`config.mk`:
```
export PLATFORM = sky130hd
export DESIGN_NAME = csr_reconfig
export DESIGN_NICKNAME = d
export VERILOG_FILES = /design/src/csr_lock_wait.v /design/src/csr_reconfig.v
export VERILOG_INCLUDE_DIRS = /design/src /design/src/src
export SDC_FILE = /design/constraint.sdc
export NUM_CORES = 1
export LEC_CHECK = 0
export BUFFER_PORTS_ARGS = -buffer_cell sky130_fd_sc_hd__buf_2
export CORE_UTILIZATION = 56
export DETAILED_ROUTE_END_ITERATION = 8
export PLACE_DENSITY = 0.83
export SETUP_SLACK_MARGIN = 0.3
export SLEW_MARGIN = 20
export SYNTH_ARGS = -nofsm -noshare
export SYNTH_HDL_FRONTEND = slang
export SYNTH_SLANG_ARGS = --single-unit
```
`constraint.sdc`:
```
create_clock -name mclk -period 2.6 [get_ports mclk]
set_clock_uncertainty 0.2 [all_clocks]
set_input_delay 0.52 -clock mclk [delete_from_list [all_inputs] [get_ports mclk]]
set_output_delay 0.52 -clock mclk [all_outputs]
set_load 0.03 [all_outputs]
```
`src/csr_map.vh`:
```
`ifndef CSR_MAP_VH
`define CSR_MAP_VH
`define CSR_OFF_SOFT_RESET 12'h000
`define CSR_OFF_STATUS 12'h004
`define CSR_OFF_CFG0 12'h200
`define CSR_OFF_TRIGGER 12'h25C
`define CSR_SOFT_RESET_KEY 32'h0000000A
`define CSR_CFG0_DEFAULT 32'h01010A00
`define CSR_TRIG_START 32'h00000007
`define CSR_TRIG_LOAD 32'h00000002
`define CSR_TRIG_RESTORE 32'h00000004
`define CSR_TRIG_IDLE 32'h00000000
`define CSR_DIV_LSB 0
`define CSR_DIV_MSB 7
`define CSR_MUL_LSB 8
`define CSR_MUL_MSB 15
`define CSR_FRAC_LSB 16
`define CSR_FRAC_MSB 25
`define CSR_FRAC_EN_BIT 26
`define CSR_FRAC_MAX 10'd875
`define CSR_CFG0_MASK 32'h07FFFFFF
`define CSR_LOCK_TIMEOUT 16'd4000
`endif

```
`src/csr_lock_wait.v`:
```
`timescale 1ns/1ps
`include "csr_map.vh"
// waits for the primitive lock after release, with a bounded timeout
module csr_lock_wait #(
   parameter TIMEOUT = `CSR_LOCK_TIMEOUT
) (
   // clock and reset
   input wire mclk,
   input wire rst,
   // control
   input wire start,
   input wire lock_sync,
   output reg done_r
);
   reg [15:0] cnt_r;
   reg busy_r;
   // timeout keeps the controller from hanging on a primitive that never locks
   always @(posedge mclk) begin
      if (rst) begin
         cnt_r <= 16'h0000;
         busy_r <= 1'b0;
         done_r <= 1'b0;
      end else begin
         done_r <= 1'b0;
         if (start) begin
            cnt_r <= 16'h0000;
            busy_r <= 1'b1;
         end else if (busy_r) begin
            cnt_r <= cnt_r + 16'h0001;
            if (lock_sync || cnt_r == TIMEOUT) begin
               busy_r <= 1'b0;
               done_r <= 1'b1;
            end
         end
      end
   end
endmodule

```
`src/csr_reconfig.v`:
```
`timescale 1ns/1ps
`include "csr_map.vh"
// register-based reconfiguration controller for the clock synthesizer
module csr_reconfig #(
   parameter DYN_RECONFIG = 1,
   parameter SPREAD_SPECTRUM = 0,
   // phase/duty space is not built; its offsets answer slverr
   parameter PHASE_DUTY_CFG = 0,
   parameter [31:0] DEFAULT_CFG0 = `CSR_CFG0_DEFAULT,
   parameter LOCK_TIMEOUT = `CSR_LOCK_TIMEOUT
) (
   // clock and reset
   input wire mclk,
   input wire rst,
   // axi4-lite write address
   input wire [11:0] s_axi_awaddr,
   input wire s_axi_awvalid,
   output reg s_axi_awready,
   // axi4-lite write data
   input wire [31:0] s_axi_wdata,
   input wire [3:0] s_axi_wstrb,
   input wire s_axi_wvalid,
   output reg s_axi_wready,
   // axi4-lite write response
   output reg [1:0] s_axi_bresp,
   output reg s_axi_bvalid,
   input wire s_axi_bready,
   // axi4-lite read address
   input wire [11:0] s_axi_araddr,
   input wire s_axi_arvalid,
   output reg s_axi_arready,
   // axi4-lite read data
   output reg [31:0] s_axi_rdata,
   output reg [1:0] s_axi_rresp,
   output reg s_axi_rvalid,
   input wire s_axi_rready,
   // clock synthesizer primitive
   input wire prim_locked,
   output reg prim_reset_r,
   output reg prim_cfg_valid_r,
   output reg prim_use_user_r,
   output reg [7:0] prim_div_r,
   output reg [7:0] prim_mul_r,
   output reg [9:0] prim_frac_r,
   output reg prim_frac_en_r
);
   localparam ST_IDLE = 3'd0;
   localparam ST_ARMED = 3'd1;
   localparam ST_LOAD = 3'd2;
   localparam ST_WAIT = 3'd3;
   localparam ST_RESTORE = 3'd4;

   // register port only when reconfig chosen and spread spectrum is not
   localparam ENABLED = (DYN_RECONFIG != 0) && (SPREAD_SPECTRUM == 0);

   // byte-lane merge used by the configuration register only; trigger takes the full word
   function [31:0] merge;
      input [31:0] old;
      input [31:0] dat;
      input [3:0] strb;
      integer i;
      begin
         merge = old;
         for (i = 0; i < 4; i = i + 1) begin
            if (strb[i]) begin
               merge[i*8 +: 8] = dat[i*8 +: 8];
            end
         end
      end
   endfunction

   reg [31:0] cfg0_r; // user configuration
   reg [31:0] trig_r;
   reg [2:0] state_r;
   reg busy_r;
   reg lock_m_r;
   reg lock_s_r;
   reg soft_rst_r;
   reg [11:0] waddr_r;
   reg [31:0] wdata_r;
   reg [3:0] wstrb_r;
   reg have_aw_r;
   reg have_w_r;
   reg wait_start_r;
   wire wait_done;
   wire blk_rst;
   wire do_write;
   wire [31:0] cfg0_nxt;
   wire [9:0] frac_in;

   assign blk_rst = rst | soft_rst_r;
   assign do_write = have_aw_r && have_w_r && !s_axi_bvalid;
   assign cfg0_nxt = merge(cfg0_r, wdata_r, wstrb_r) & `CSR_CFG0_MASK;
   assign frac_in = cfg0_nxt[`CSR_FRAC_MSB:`CSR_FRAC_LSB];

   // lock arrives from the primitive's domain, two flops first
   always @(posedge mclk) begin
      if (rst) begin
         lock_m_r <= 1'b0;
         lock_s_r <= 1'b0;
      end else begin
         lock_m_r <= prim_locked;
         lock_s_r <= lock_m_r;
      end
   end

   csr_lock_wait #(
      .TIMEOUT(LOCK_TIMEOUT)
   ) u_wait (
      .mclk(mclk),
      .rst(blk_rst),
      .start(wait_start_r),
      .lock_sync(lock_s_r),
      .done_r(wait_done)
   );

   // write channel: address and data captured independently
   always @(posedge mclk) begin
      if (blk_rst) begin
         s_axi_awready <= 1'b0;
         s_axi_wready <= 1'b0;
         s_axi_bvalid <= 1'b0;
         s_axi_bresp <= 2'b00;
         have_aw_r <= 1'b0;
         have_w_r <= 1'b0;
         waddr_r <= 12'h000;
         wdata_r <= 32'h00000000;
         wstrb_r <= 4'h0;
      end else begin
         s_axi_awready <= !have_aw_r && !s_axi_awready && s_axi_awvalid;
         s_axi_wready <= !have_w_r && !s_axi_wready && s_axi_wvalid;
         if (s_axi_awready && s_axi_awvalid) begin
            have_aw_r <= 1'b1;
            waddr_r <= s_axi_awaddr;
         end
         if (s_axi_wready && s_axi_wvalid) begin
            have_w_r <= 1'b1;
            wdata_r <= s_axi_wdata;
            wstrb_r <= s_axi_wstrb;
         end
         if (do_write) begin
            have_aw_r <= 1'b0;
            have_w_r <= 1'b0;
            s_axi_bvalid <= 1'b1;
            // unmapped or disabled space answers slverr
            if (!ENABLED) begin
               s_axi_bresp <= 2'b10;
            end else if (waddr_r == `CSR_OFF_SOFT_RESET ||
                         waddr_r == `CSR_OFF_CFG0 ||
                         waddr_r == `CSR_OFF_TRIGGER) begin
               s_axi_bresp <= 2'b00;
            end else begin
               s_axi_bresp <= 2'b10;
            end
         end else if (s_axi_bvalid && s_axi_bready) begin
            s_axi_bvalid <= 1'b0;
         end
      end
   end

   // soft reset pulse; it is recomputed every cycle from the write so it spans one cycle
   always @(posedge mclk) begin
      if (rst) begin
         soft_rst_r <= 1'b0;
      end else begin
         soft_rst_r <= ENABLED && do_write &&
            waddr_r == `CSR_OFF_SOFT_RESET &&
            wstrb_r == 4'hF &&
            wdata_r == `CSR_SOFT_RESET_KEY;
      end
   end

   // configuration and trigger registers
   always @(posedge mclk) begin
      if (blk_rst) begin
         cfg0_r <= DEFAULT_CFG0;
         trig_r <= `CSR_TRIG_IDLE;
      end else if (ENABLED && do_write) begin
         if (waddr_r == `CSR_OFF_CFG0) begin
            // out-of-range fraction is refused, field keeps its value
            if (frac_in > `CSR_FRAC_MAX) begin
               cfg0_r <= {cfg0_nxt[31:26], cfg0_r[25:16], cfg0_nxt[15:0]};
            end else begin
               cfg0_r <= cfg0_nxt;
            end
         end else if (waddr_r == `CSR_OFF_TRIGGER) begin
            trig_r <= wdata_r;
         end
      end
   end

   // reconfiguration sequencer
   always @(posedge mclk) begin
      if (blk_rst) begin
         state_r <= ST_IDLE;
         busy_r <= 1'b0;
         wait_start_r <= 1'b0;
         prim_reset_r <= 1'b0;
         prim_cfg_valid_r <= 1'b0;
         prim_use_user_r <= 1'b0;
         prim_div_r <= DEFAULT_CFG0[`CSR_DIV_MSB:`CSR_DIV_LSB];
         prim_mul_r <= DEFAULT_CFG0[`CSR_MUL_MSB:`CSR_MUL_LSB];
         prim_frac_r <= DEFAULT_CFG0[`CSR_FRAC_MSB:`CSR_FRAC_LSB];
         prim_frac_en_r <= DEFAULT_CFG0[`CSR_FRAC_EN_BIT];
      end else begin
         wait_start_r <= 1'b0;
         prim_cfg_valid_r <= 1'b0;
         case (state_r)
            ST_IDLE: begin
               if (ENABLED && do_write && waddr_r == `CSR_OFF_TRIGGER) begin
                  if (wdata_r == `CSR_TRIG_START) begin
                     state_r <= ST_ARMED;
                     busy_r <= 1'b1;
                     prim_reset_r <= 1'b1;
                  end else if (wdata_r == `CSR_TRIG_RESTORE) begin
                     state_r <= ST_RESTORE;
                     busy_r <= 1'b1;
                     prim_reset_r <= 1'b1;
                  end
               end
            end
            ST_ARMED: begin
               // primitive held in reset until software writes the load code, or the restore code and then the idle code
               if (do_write && waddr_r == `CSR_OFF_TRIGGER &&
                   wdata_r == `CSR_TRIG_LOAD) begin
                  state_r <= ST_LOAD;
               end else if (do_write && waddr_r == `CSR_OFF_TRIGGER &&
                   wdata_r == `CSR_TRIG_RESTORE) begin
                  // restore is honoured here too, not only from idle
                  state_r <= ST_RESTORE;
               end
            end
            ST_LOAD: begin
               // fraction disabled drives a zero fraction; divider and multiplier still come from cfg0
               prim_use_user_r <= cfg0_r[`CSR_FRAC_EN_BIT] |
                  (cfg0_r[25:0] != DEFAULT_CFG0[25:0]);
               prim_div_r <= cfg0_r[`CSR_DIV_MSB:`CSR_DIV_LSB];
               prim_mul_r <= cfg0_r[`CSR_MUL_MSB:`CSR_MUL_LSB];
               prim_frac_r <= cfg0_r[`CSR_FRAC_EN_BIT] ?
                  cfg0_r[`CSR_FRAC_MSB:`CSR_FRAC_LSB] : 10'h000;
               prim_frac_en_r <= cfg0_r[`CSR_FRAC_EN_BIT];
               prim_cfg_valid_r <= 1'b1;
               prim_reset_r <= 1'b0;
               wait_start_r <= 1'b1;
               state_r <= ST_WAIT;
            end
            ST_RESTORE: begin
               // restore waits for the idle code before releasing
               if (do_write && waddr_r == `CSR_OFF_TRIGGER &&
                   wdata_r == `CSR_TRIG_IDLE) begin
                  prim_use_user_r <= 1'b0;
                  prim_div_r <= DEFAULT_CFG0[`CSR_DIV_MSB:`CSR_DIV_LSB];
                  prim_mul_r <= DEFAULT_CFG0[`CSR_MUL_MSB:`CSR_MUL_LSB];
                  prim_frac_r <= DEFAULT_CFG0[`CSR_FRAC_MSB:`CSR_FRAC_LSB];
                  prim_frac_en_r <= DEFAULT_CFG0[`CSR_FRAC_EN_BIT];
                  prim_cfg_valid_r <= 1'b1;
                  prim_reset_r <= 1'b0;
                  wait_start_r <= 1'b1;
                  state_r <= ST_WAIT;
               end
            end
            ST_WAIT: begin
               if (wait_done) begin
                  busy_r <= 1'b0;
                  state_r <= ST_IDLE;
               end
            end
            default: begin
               state_r <= ST_IDLE;
            end
         endcase
      end
   end

   // read channel; reset register and unknown space read zero with slverr
   always @(posedge mclk) begin
      if (blk_rst) begin
         s_axi_arready <= 1'b0;
         s_axi_rvalid <= 1'b0;
         s_axi_rdata <= 32'h00000000;
         s_axi_rresp <= 2'b00;
      end else begin
         s_axi_arready <= !s_axi_arready && !s_axi_rvalid && s_axi_arvalid;
         if (s_axi_arready && s_axi_arvalid) begin
            s_axi_rvalid <= 1'b1;
            s_axi_rresp <= 2'b00;
            s_axi_rdata <= 32'h00000000;
            if (!ENABLED) begin
               s_axi_rresp <= 2'b10;
            end else if (s_axi_araddr == `CSR_OFF_STATUS) begin
               s_axi_rdata <= {31'h00000000, lock_s_r & !busy_r};
            end else if (s_axi_araddr == `CSR_OFF_CFG0) begin
               s_axi_rdata <= cfg0_r;
            end else if (s_axi_araddr == `CSR_OFF_TRIGGER) begin
               s_axi_rdata <= trig_r;
            end else begin
               s_axi_rresp <= 2'b10;
            end
         end else if (s_axi_rvalid && s_axi_rready) begin
            s_axi_rvalid <= 1'b0;
         end
      end
   end
endmodule
```
==> results of run 1 <==
stage by stage:
stage / cell area, um^2 / hold slack, ns / utilization (%) / instances
after detailed placement: 8860 / 0.236 / 63.9 / 1199
after global routing: 9780 / 0.0616 / 70.5 / 1244
after floorplan: 7980 / 0.214 / - / 920
after global placement: 8860 / 0.226 / 63.9 / 1199
final: 9780 / 0.0461 / 70.5 / 1244
after CTS: 9630 / 0.0386 / 69.4 / 1238
power by group:
| part | internal (uW) | switching [uW] | leakage [uW] |
|---|---|---|---|
| clock network | 1950 | 1210 | 0.000361 |
| registers | 3160 | 46.8 | 0.00164 |
| logic | 161 | 271 | 0.00191 |
| total | 5280 | 1530 | 0.00392 |
worst max-delay path, delay by kind of cell (launching register included):
kind	cells	cell delay, ns
AOI/OAI and AO/OA	3	0.74
DFF	1	0.35
and+or+nand+nor	2	0.90
routing by layer:
layer,up-vias,GRT usage [%],wire (um)
met3,57,6.58,2120
met5,-,0,0
met4,0,11.0,658
li1,3449,-,-
met1,3464,39.2,9280
met2,396,46.6,10300
cells by family (layout without fill, tap and decap cells):
logic type	after synthesis	in the layout	share of synthesized area (%)
other cells	1	2	0.0470
compound gates	194	197	16.3
mux	12	12	1.51
fa+ha+maj	2	2	0.314
buf+inv	72	213	3.87
xor+xnor	16	16	1.76
flops	203	203	50.9
simple gates	419	419	25.3
cells in the mapped netlist (3+ instances only):
cell,number
and2_1,7
a21oi_1,116
buf_6,4
inv_1,10
a22o_1,23
or4_1,3
a221oi_1,16
nor4b_1,4
nor2_1,64
clkbuf_1,51
o21ai_0,8
nand4_1,9
or3_1,5
mux2i_1,12
nand2_1,227
xor2_1,10
a31oi_1,4
and3_1,7
nor3_2,21
and4_1,4
nor4_1,17
xnor2_1,6
nand2b_1,4
nor2b_1,3
nand3_1,20
nor3_1,12
dfxtp_1,203
buf_1,4
a221oi_2,10
how the worst min path moves through the flow:
stage / start / endpoint / slack (ns) / depth (start not counted)
after floorplan: lock_m_r / lock_s_r / 0.21 / 1
after global placement: lock_m_r / lock_s_r / 0.23 / 1
after detailed placement: prim_mul_r[3] / prim_mul_r[3] / 0.24 / 2
after CTS: prim_locked / lock_m_r / 0.04 / 2
after global routing: s_axi_awaddr[0] / waddr_r[0] / 0.06 / 3
final: prim_locked / lock_m_r / 0.05 / 2
sequential cells by signal (all words and copies together), names as in the netlist, 3 cells and up:
register,flops
state_r,3
trig_r,32
u_wait.cnt_r,16
prim_mul_r,8
wstrb_r,4
prim_div_r,8
cfg0_r,27
s_axi_rdata,32
prim_frac_r,10
waddr_r,12
wdata_r,32
repair_timing:
| action | CTS | global route |
|---|---|---|
| gates cloned | 1 | 3 |
| pin swaps | 2 | 9 |
| endpoints found under the hold margin | 0 | 0 |
| endpoints found under the setup margin | 30 | 31 |
| buffers inserted | 1 | 3 |
| resized for setup | 3 | 19 |
cell usage in the layout, fill, tap and decap left out, types with 12 or more instances in the layout:
cell type  instances
a221oi_1          16
nor4_1            12
a22o_1            23
nor2_1            64
a21oi_1          115
nand2_1          227
nor3_2            20
clkbuf_16         22
mux2i_1           12
nand3_1           20
nor3_1            12
buf_2            136
dfxtp_1          200
buf_4             22
area by class of cell:
type | instances | area, um^2
timing repair buffer | 166 | 1000
multi-input combinational | 648 | 3720
tap | 180 | 225
clock buffer | 31 | 623
inverter | 10 | 37.5
sequential | 203 | 4070
fill | 1022 | 4100
clock inverter | 6 | 109
==> results.yml, run 1 <==
synthesis:
  synthArstFlopShare_pct: 0
  ys_ff_latch: 203
  syn-mean-instance-area_um2: 8.68
  yosysSeqAreaShare_pct: 50.9
  synth_warnings: 0
  syn_inst: 919
  ys.flop_type: "dfxtp_1"
  synth_edf_count: 0
  netlist_top_cells_area: "dfxtp_1, nand2_1, a21oi_1, nor2_1, nor3_2"
  synth_cell_type_count: 57
  syn_area_mm2: 0.00798
  synth_top_area_share_pct: 50.9
  yosys.area.top_type: "dfxtp_1"
global_routing:
  grt_usage_pct: 29.5
  antenna_found_initial: 0
  overflow: 0
  grt_first_pass_wirelength_um: 34400
  grt_start_max_net_pins: 82
  grt_pass1_vias: 6756
power:
  p_leak_uw: 0.00392
  total_power_uw: 6800
  vdd_drop_max_mv: 0.471
  pwr_density_cell_mw_per_mm2: 695
sta:
  fmax_ghz: 0.434
  fin_ws_ns: 0.295
  tightestPinTransition_ns: 0.563
  final.min_clock_period_ns: 2.31
  period_share_pct: 88.7
  setup-violations-final: 0
  tns_ns: 0
  relSlewSlack_pct: 62.4
  rsz0062_at_grt: "no"
  final-hold-violation-count: 0
  slew_violations: 0
floorplan:
  io_pins: 139
  fp.dieArea_mm2: 0.0147
  initial_core_util_pct: 57.5
  fp.dieW_um: 121
  fp.dieH_um: 121
  core_mm2: 0.0139
  rows: 43
routing:
  via_per_inst: 5.92
  remaining_drc_errors: 0
  drt_pass1_iterations: 6
  drt_iter0_markers: 773
  drt_wl_total_um: 22400
  drtAntennaViolNets: 0
  avgRoutedWirePerCell_um: 18.0
  vias: 7366
min_path:
  min_path_type: "input pin to register"
cts:
  numClockSinks: 203
  cts_buffer_depth: 3
  cts_buffers: 21
  path_clk_slew_ns: 0.06
  cts_tree: "yes"
  insertion_delay_ns: 0.49
  htree_num_levels: 1
  hold_buffers: 0
  root_buffer: "clkbuf_16"
critical_path:
  crit_path_end_kind: "register"
  slowest_delay_ns: 0.57
  regToRegEndpoint: "prim_frac_r[9]"
  r2r_cells: 5
  crit_type: "register to register"
  reg2reg_from: "wdata_r[12]"
  startpoint: "wdata_r[12]"
  worst_ep_required_time_ns: 2.78
  reg2reg_slack_ns: 0.29
  critPathCapture: "prim_frac_r[9]"
  crit_path_top_delay_cell: "or4_4"
  start_kind: "register"
  cp.arrival_ns: 2.48
  crit_path_max_fanout: 7
  crit_chain: "or4_4, nor4_4, a31o_4, a21oi_4, a22o_1"
placed_design:
  port-buffer-count: 136
  gp_congestion: 0.845
  dp_hpwl_um: 14000
  pre_cts_ws_ns: 0.144
final_layout:
  drive_gt1_share_pct: 24.1
  diodes: 0
  syn2layout_area_growth_pct: 22.6
  final_nets: 1120
run_status:
  status: "complete, no violations"
job:
  cap_violations: 0
(Power assumes the default switching activity.)
==> run 2, diff against run 1 <==
--- a/config.mk
+++ b/config.mk
@@ -11,7 +11,8 @@
 export DETAILED_ROUTE_END_ITERATION = 8
 export PLACE_DENSITY = 0.83
 export SETUP_SLACK_MARGIN = 0.3
-export SLEW_MARGIN = 20
+export SLEW_MARGIN = 10
 export SYNTH_ARGS = -nofsm -noshare
 export SYNTH_HDL_FRONTEND = slang
+export SYNTH_HIERARCHICAL = 1
 export SYNTH_SLANG_ARGS = --single-unit
==> run 2 against run 1 <==
Effect of this change: critical path depth up 2; largest cell class unchanged; sequential power about the same; highest routed layer unchanged; global-route usage up 0.17 points; first-iteration DRC count down 5.6%.
==> results.yml, run 2 <==
synthesis:
  synth_cell_type_count: 58
  yosys.area.top_type: "dfxtp_1"
  netlist_top_cells_area: "dfxtp_1, nand2_1, a21oi_1, a221oi_1, nor2_1"
  syn-mean-instance-area_um2: 8.61
  yosys.area_share.simple_pct: 25.7
  synth_compound_gate_area_share_pct: 16.5
  synth_edf_count: 0
  synthMuxAreaShare_pct: 1.88
  yosysSeqAreaShare_pct: 50.9
  synth_xor_area_share_pct: 0.769
  syn_area_mm2: 0.00798
  yosysMostFrequentCell: "nand2_1"
  synthArstFlopShare_pct: 0
  yosys-top-cells-count: "nand2_1, dfxtp_1, a21oi_1, nor2_1, clkbuf_1"
  synth_warnings: 6
  synth_top_area_share_pct: 50.9
  ys_ff_latch: 203
  syn_inst: 927
  ys.flop_type: "dfxtp_1"
  synthAdderAreaFrac_pct: 0.314
  synth_top_family_by_area: "simple AND/OR/NAND/NOR gates"
final_layout:
  top_regs: "s_axi_rdata: 32 flops, trig_r: 32 flops, wdata_r: 32 flops"
  fillers: 1071
  final_cell_count_no_fill: 1257
  final_common_cell: "nand2_1"
  final_cell_mix: "nand2_1, dfxtp_1, buf_2, a21oi_1, nor2_1"
  drive_gt1_share_pct: 21.9
  syn2layout_area_growth_pct: 22.6
  final_nets: 1132
  diodes: 0
power:
  vdd_drop_max_mv: 0.449
  p_leak_uw: 0.00390
  pwr_density_cell_mw_per_mm2: 678
  total_power_uw: 6640
sta:
  tns_ns: 0
  final.min_clock_period_ns: 2.26
  fmax_ghz: 0.443
  fin_ws_ns: 0.343
  slew_violations: 0
  rsz0062_at_grt: "yes"
  whs_ns: 0.0583
  tightestPinTransition_ns: 0.821
  relSlewSlack_pct: 45.2
  setup-violations-final: 0
  final-hold-violation-count: 0
  period_share_pct: 86.8
critical_path:
  critPathCapture: "state_r[0]"
  startpoint: "waddr_r[0]"
  r2r_cells: 7
  crit_top_cell: "nor4_2"
  crit_path_end_kind: "register"
  crit_path_top_delay_cell: "nor4_2"
  reg2reg_from: "waddr_r[0]"
  cp.arrival_ns: 2.42
  crit_buf_inv: 2
  regToRegEndpoint: "state_r[0]"
  critPathTopFamily: "simple AND/OR/NAND/NOR gates"
  start_kind: "register"
  crit_type: "register to register"
  reg2reg_slack_ns: 0.34
  slowest_delay_ns: 0.38
  worst_ep_required_time_ns: 2.77
  crit_chain: "nor4_2, nand4_1, buf_4, buf_12, nor4_2, nor2_1, o31a_1"
  cp_num_cells: 7
  crit_path_max_fanout: 18
placed_design:
  gp_congestion: 0.974
  port-buffer-count: 136
  pre_cts_ws_ns: 0.0654
  dp_hpwl_um: 14100
  dp.cells: 1213
cts:
  insertion_delay_ns: 0.50
  root_buffer: "clkbuf_16"
  path_clk_slew_ns: 0.06
  numClockSinks: 203
  cts_tree: "yes"
  cts_buffer_depth: 3
  htree_num_levels: 1
  cts_buffers: 21
global_routing:
  overflow: 0
  grt_usage_pct: 29.6
  grt_first_pass_wirelength_um: 34700
  antenna_found_initial: 0
  grt_pass1_vias: 6903
  grt_start_max_net_pins: 120
routing:
  drt_pass1_iterations: 6
  drt_wl_total_um: 22000
  drt_iter0_markers: 730
  vias: 7566
  avgRoutedWirePerCell_um: 17.5
  drtAntennaViolNets: 0
  via_per_inst: 6.02
  remaining_drc_errors: 0
floorplan:
  initial_core_util_pct: 57.5
  fp.dieW_um: 121
  io_pins: 139
  fp.dieH_um: 121
  core_mm2: 0.0139
  rows: 43
  fp.dieArea_mm2: 0.0147
run_status:
  status: "complete, no violations"
job:
  cap_violations: 0
min_path:
  min_path_type: "input pin to register"
  min_path_cells: 3
## run 2: cell types whose count changed after synthesis, sizes merged, moves of 4 or more
cell | previous run | this run
o21ai | 8 | 4
xor2 | 10 | 3
nand3 | 20 | 16
or4 | 4 | 9
nand4 | 9 | 13
or3 | 5 | 11
nand4b | 0 | 5
nor2 | 64 | 54
nand2 | 227 | 219
## run 2: where the power goes
group | switching, uW | total [uW] | leakage [uW] | internal [uW]
Clock | 1200 | 3020 | 0.000345 | 1810
Combinational | 267 | 417 | 0.00191 | 150
Sequential | 42.7 | 3200 | 0.00164 | 3160
## run 2: worst min-delay path by stage
stage | startpoint | endpoint | slack [ns]
3_3_place_gp | lock_m_r | lock_s_r | 0.23
2_1_floorplan | lock_m_r | lock_s_r | 0.21
4_1_cts | s_axi_wdata[6] | wdata_r[6] | 0.06
3_5_place_dp | lock_m_r | lock_s_r | 0.23
6_report | s_axi_wdata[2] | wdata_r[2] | 0.06
5_1_grt | rst | lock_s_r | 0.06
## run 2: logic make-up after synthesis
family / Yosys count
flip-flops: 203
buffers and inverters: 74
XOR/XNOR: 7
AO/OA/AOI/OAI: 202
adder cells (fa/ha/maj): 2
multiplexers: 15
other: 1
AND/OR/NAND/NOR: 423
## run 2: what timing repair did
action	in CTS	in global routing
pin swaps	2	2
cloned	1	2
gates resized for setup	6	13
hold buffers	0	0
setup endpoints to repair	58	57
buffers inserted	1	2
## run 2: per-stage QoR
stage | util (%) | cell area, um^2
6_report | 70.5 | 9780
5_1_grt | 70.5 | 9780
3_5_place_dp | 64.2 | 8910
4_1_cts | 69.7 | 9670
3_3_place_gp | 64.2 | 8910
2_1_floorplan | - | 7990
## run 2: worst min-delay path, cell delays in order
cell and delay, ns:
buf_2 0.09, nand2_1 0.05, a21oi_1 0.05
## run 2: final cells by class
class | count | area, um^2 | area share (%)
Sequential cell | 203 | 4060 | 41.5
Inverter | 11 | 43.8 | 0.448
Timing Repair Buffer | 172 | 1010 | 10.3
Clock inverter | 7 | 95.1 | 0.972
Tap cell | 180 | 225 | 2.30
Clock buffer | 31 | 603 | 6.17
Multi-Input combinational cell | 653 | 3740 | 38.2
## run 2: per-layer routing
metal  share of wire (%)  vias to the layer above  track usage (%)
li1                    -                     3571                -
met1                  41                     3544             38.8
met2                  46                      381             48.3
met3                 8.4                       70             4.98
met4                 3.6                        0             12.4
met5                   0                        -                0
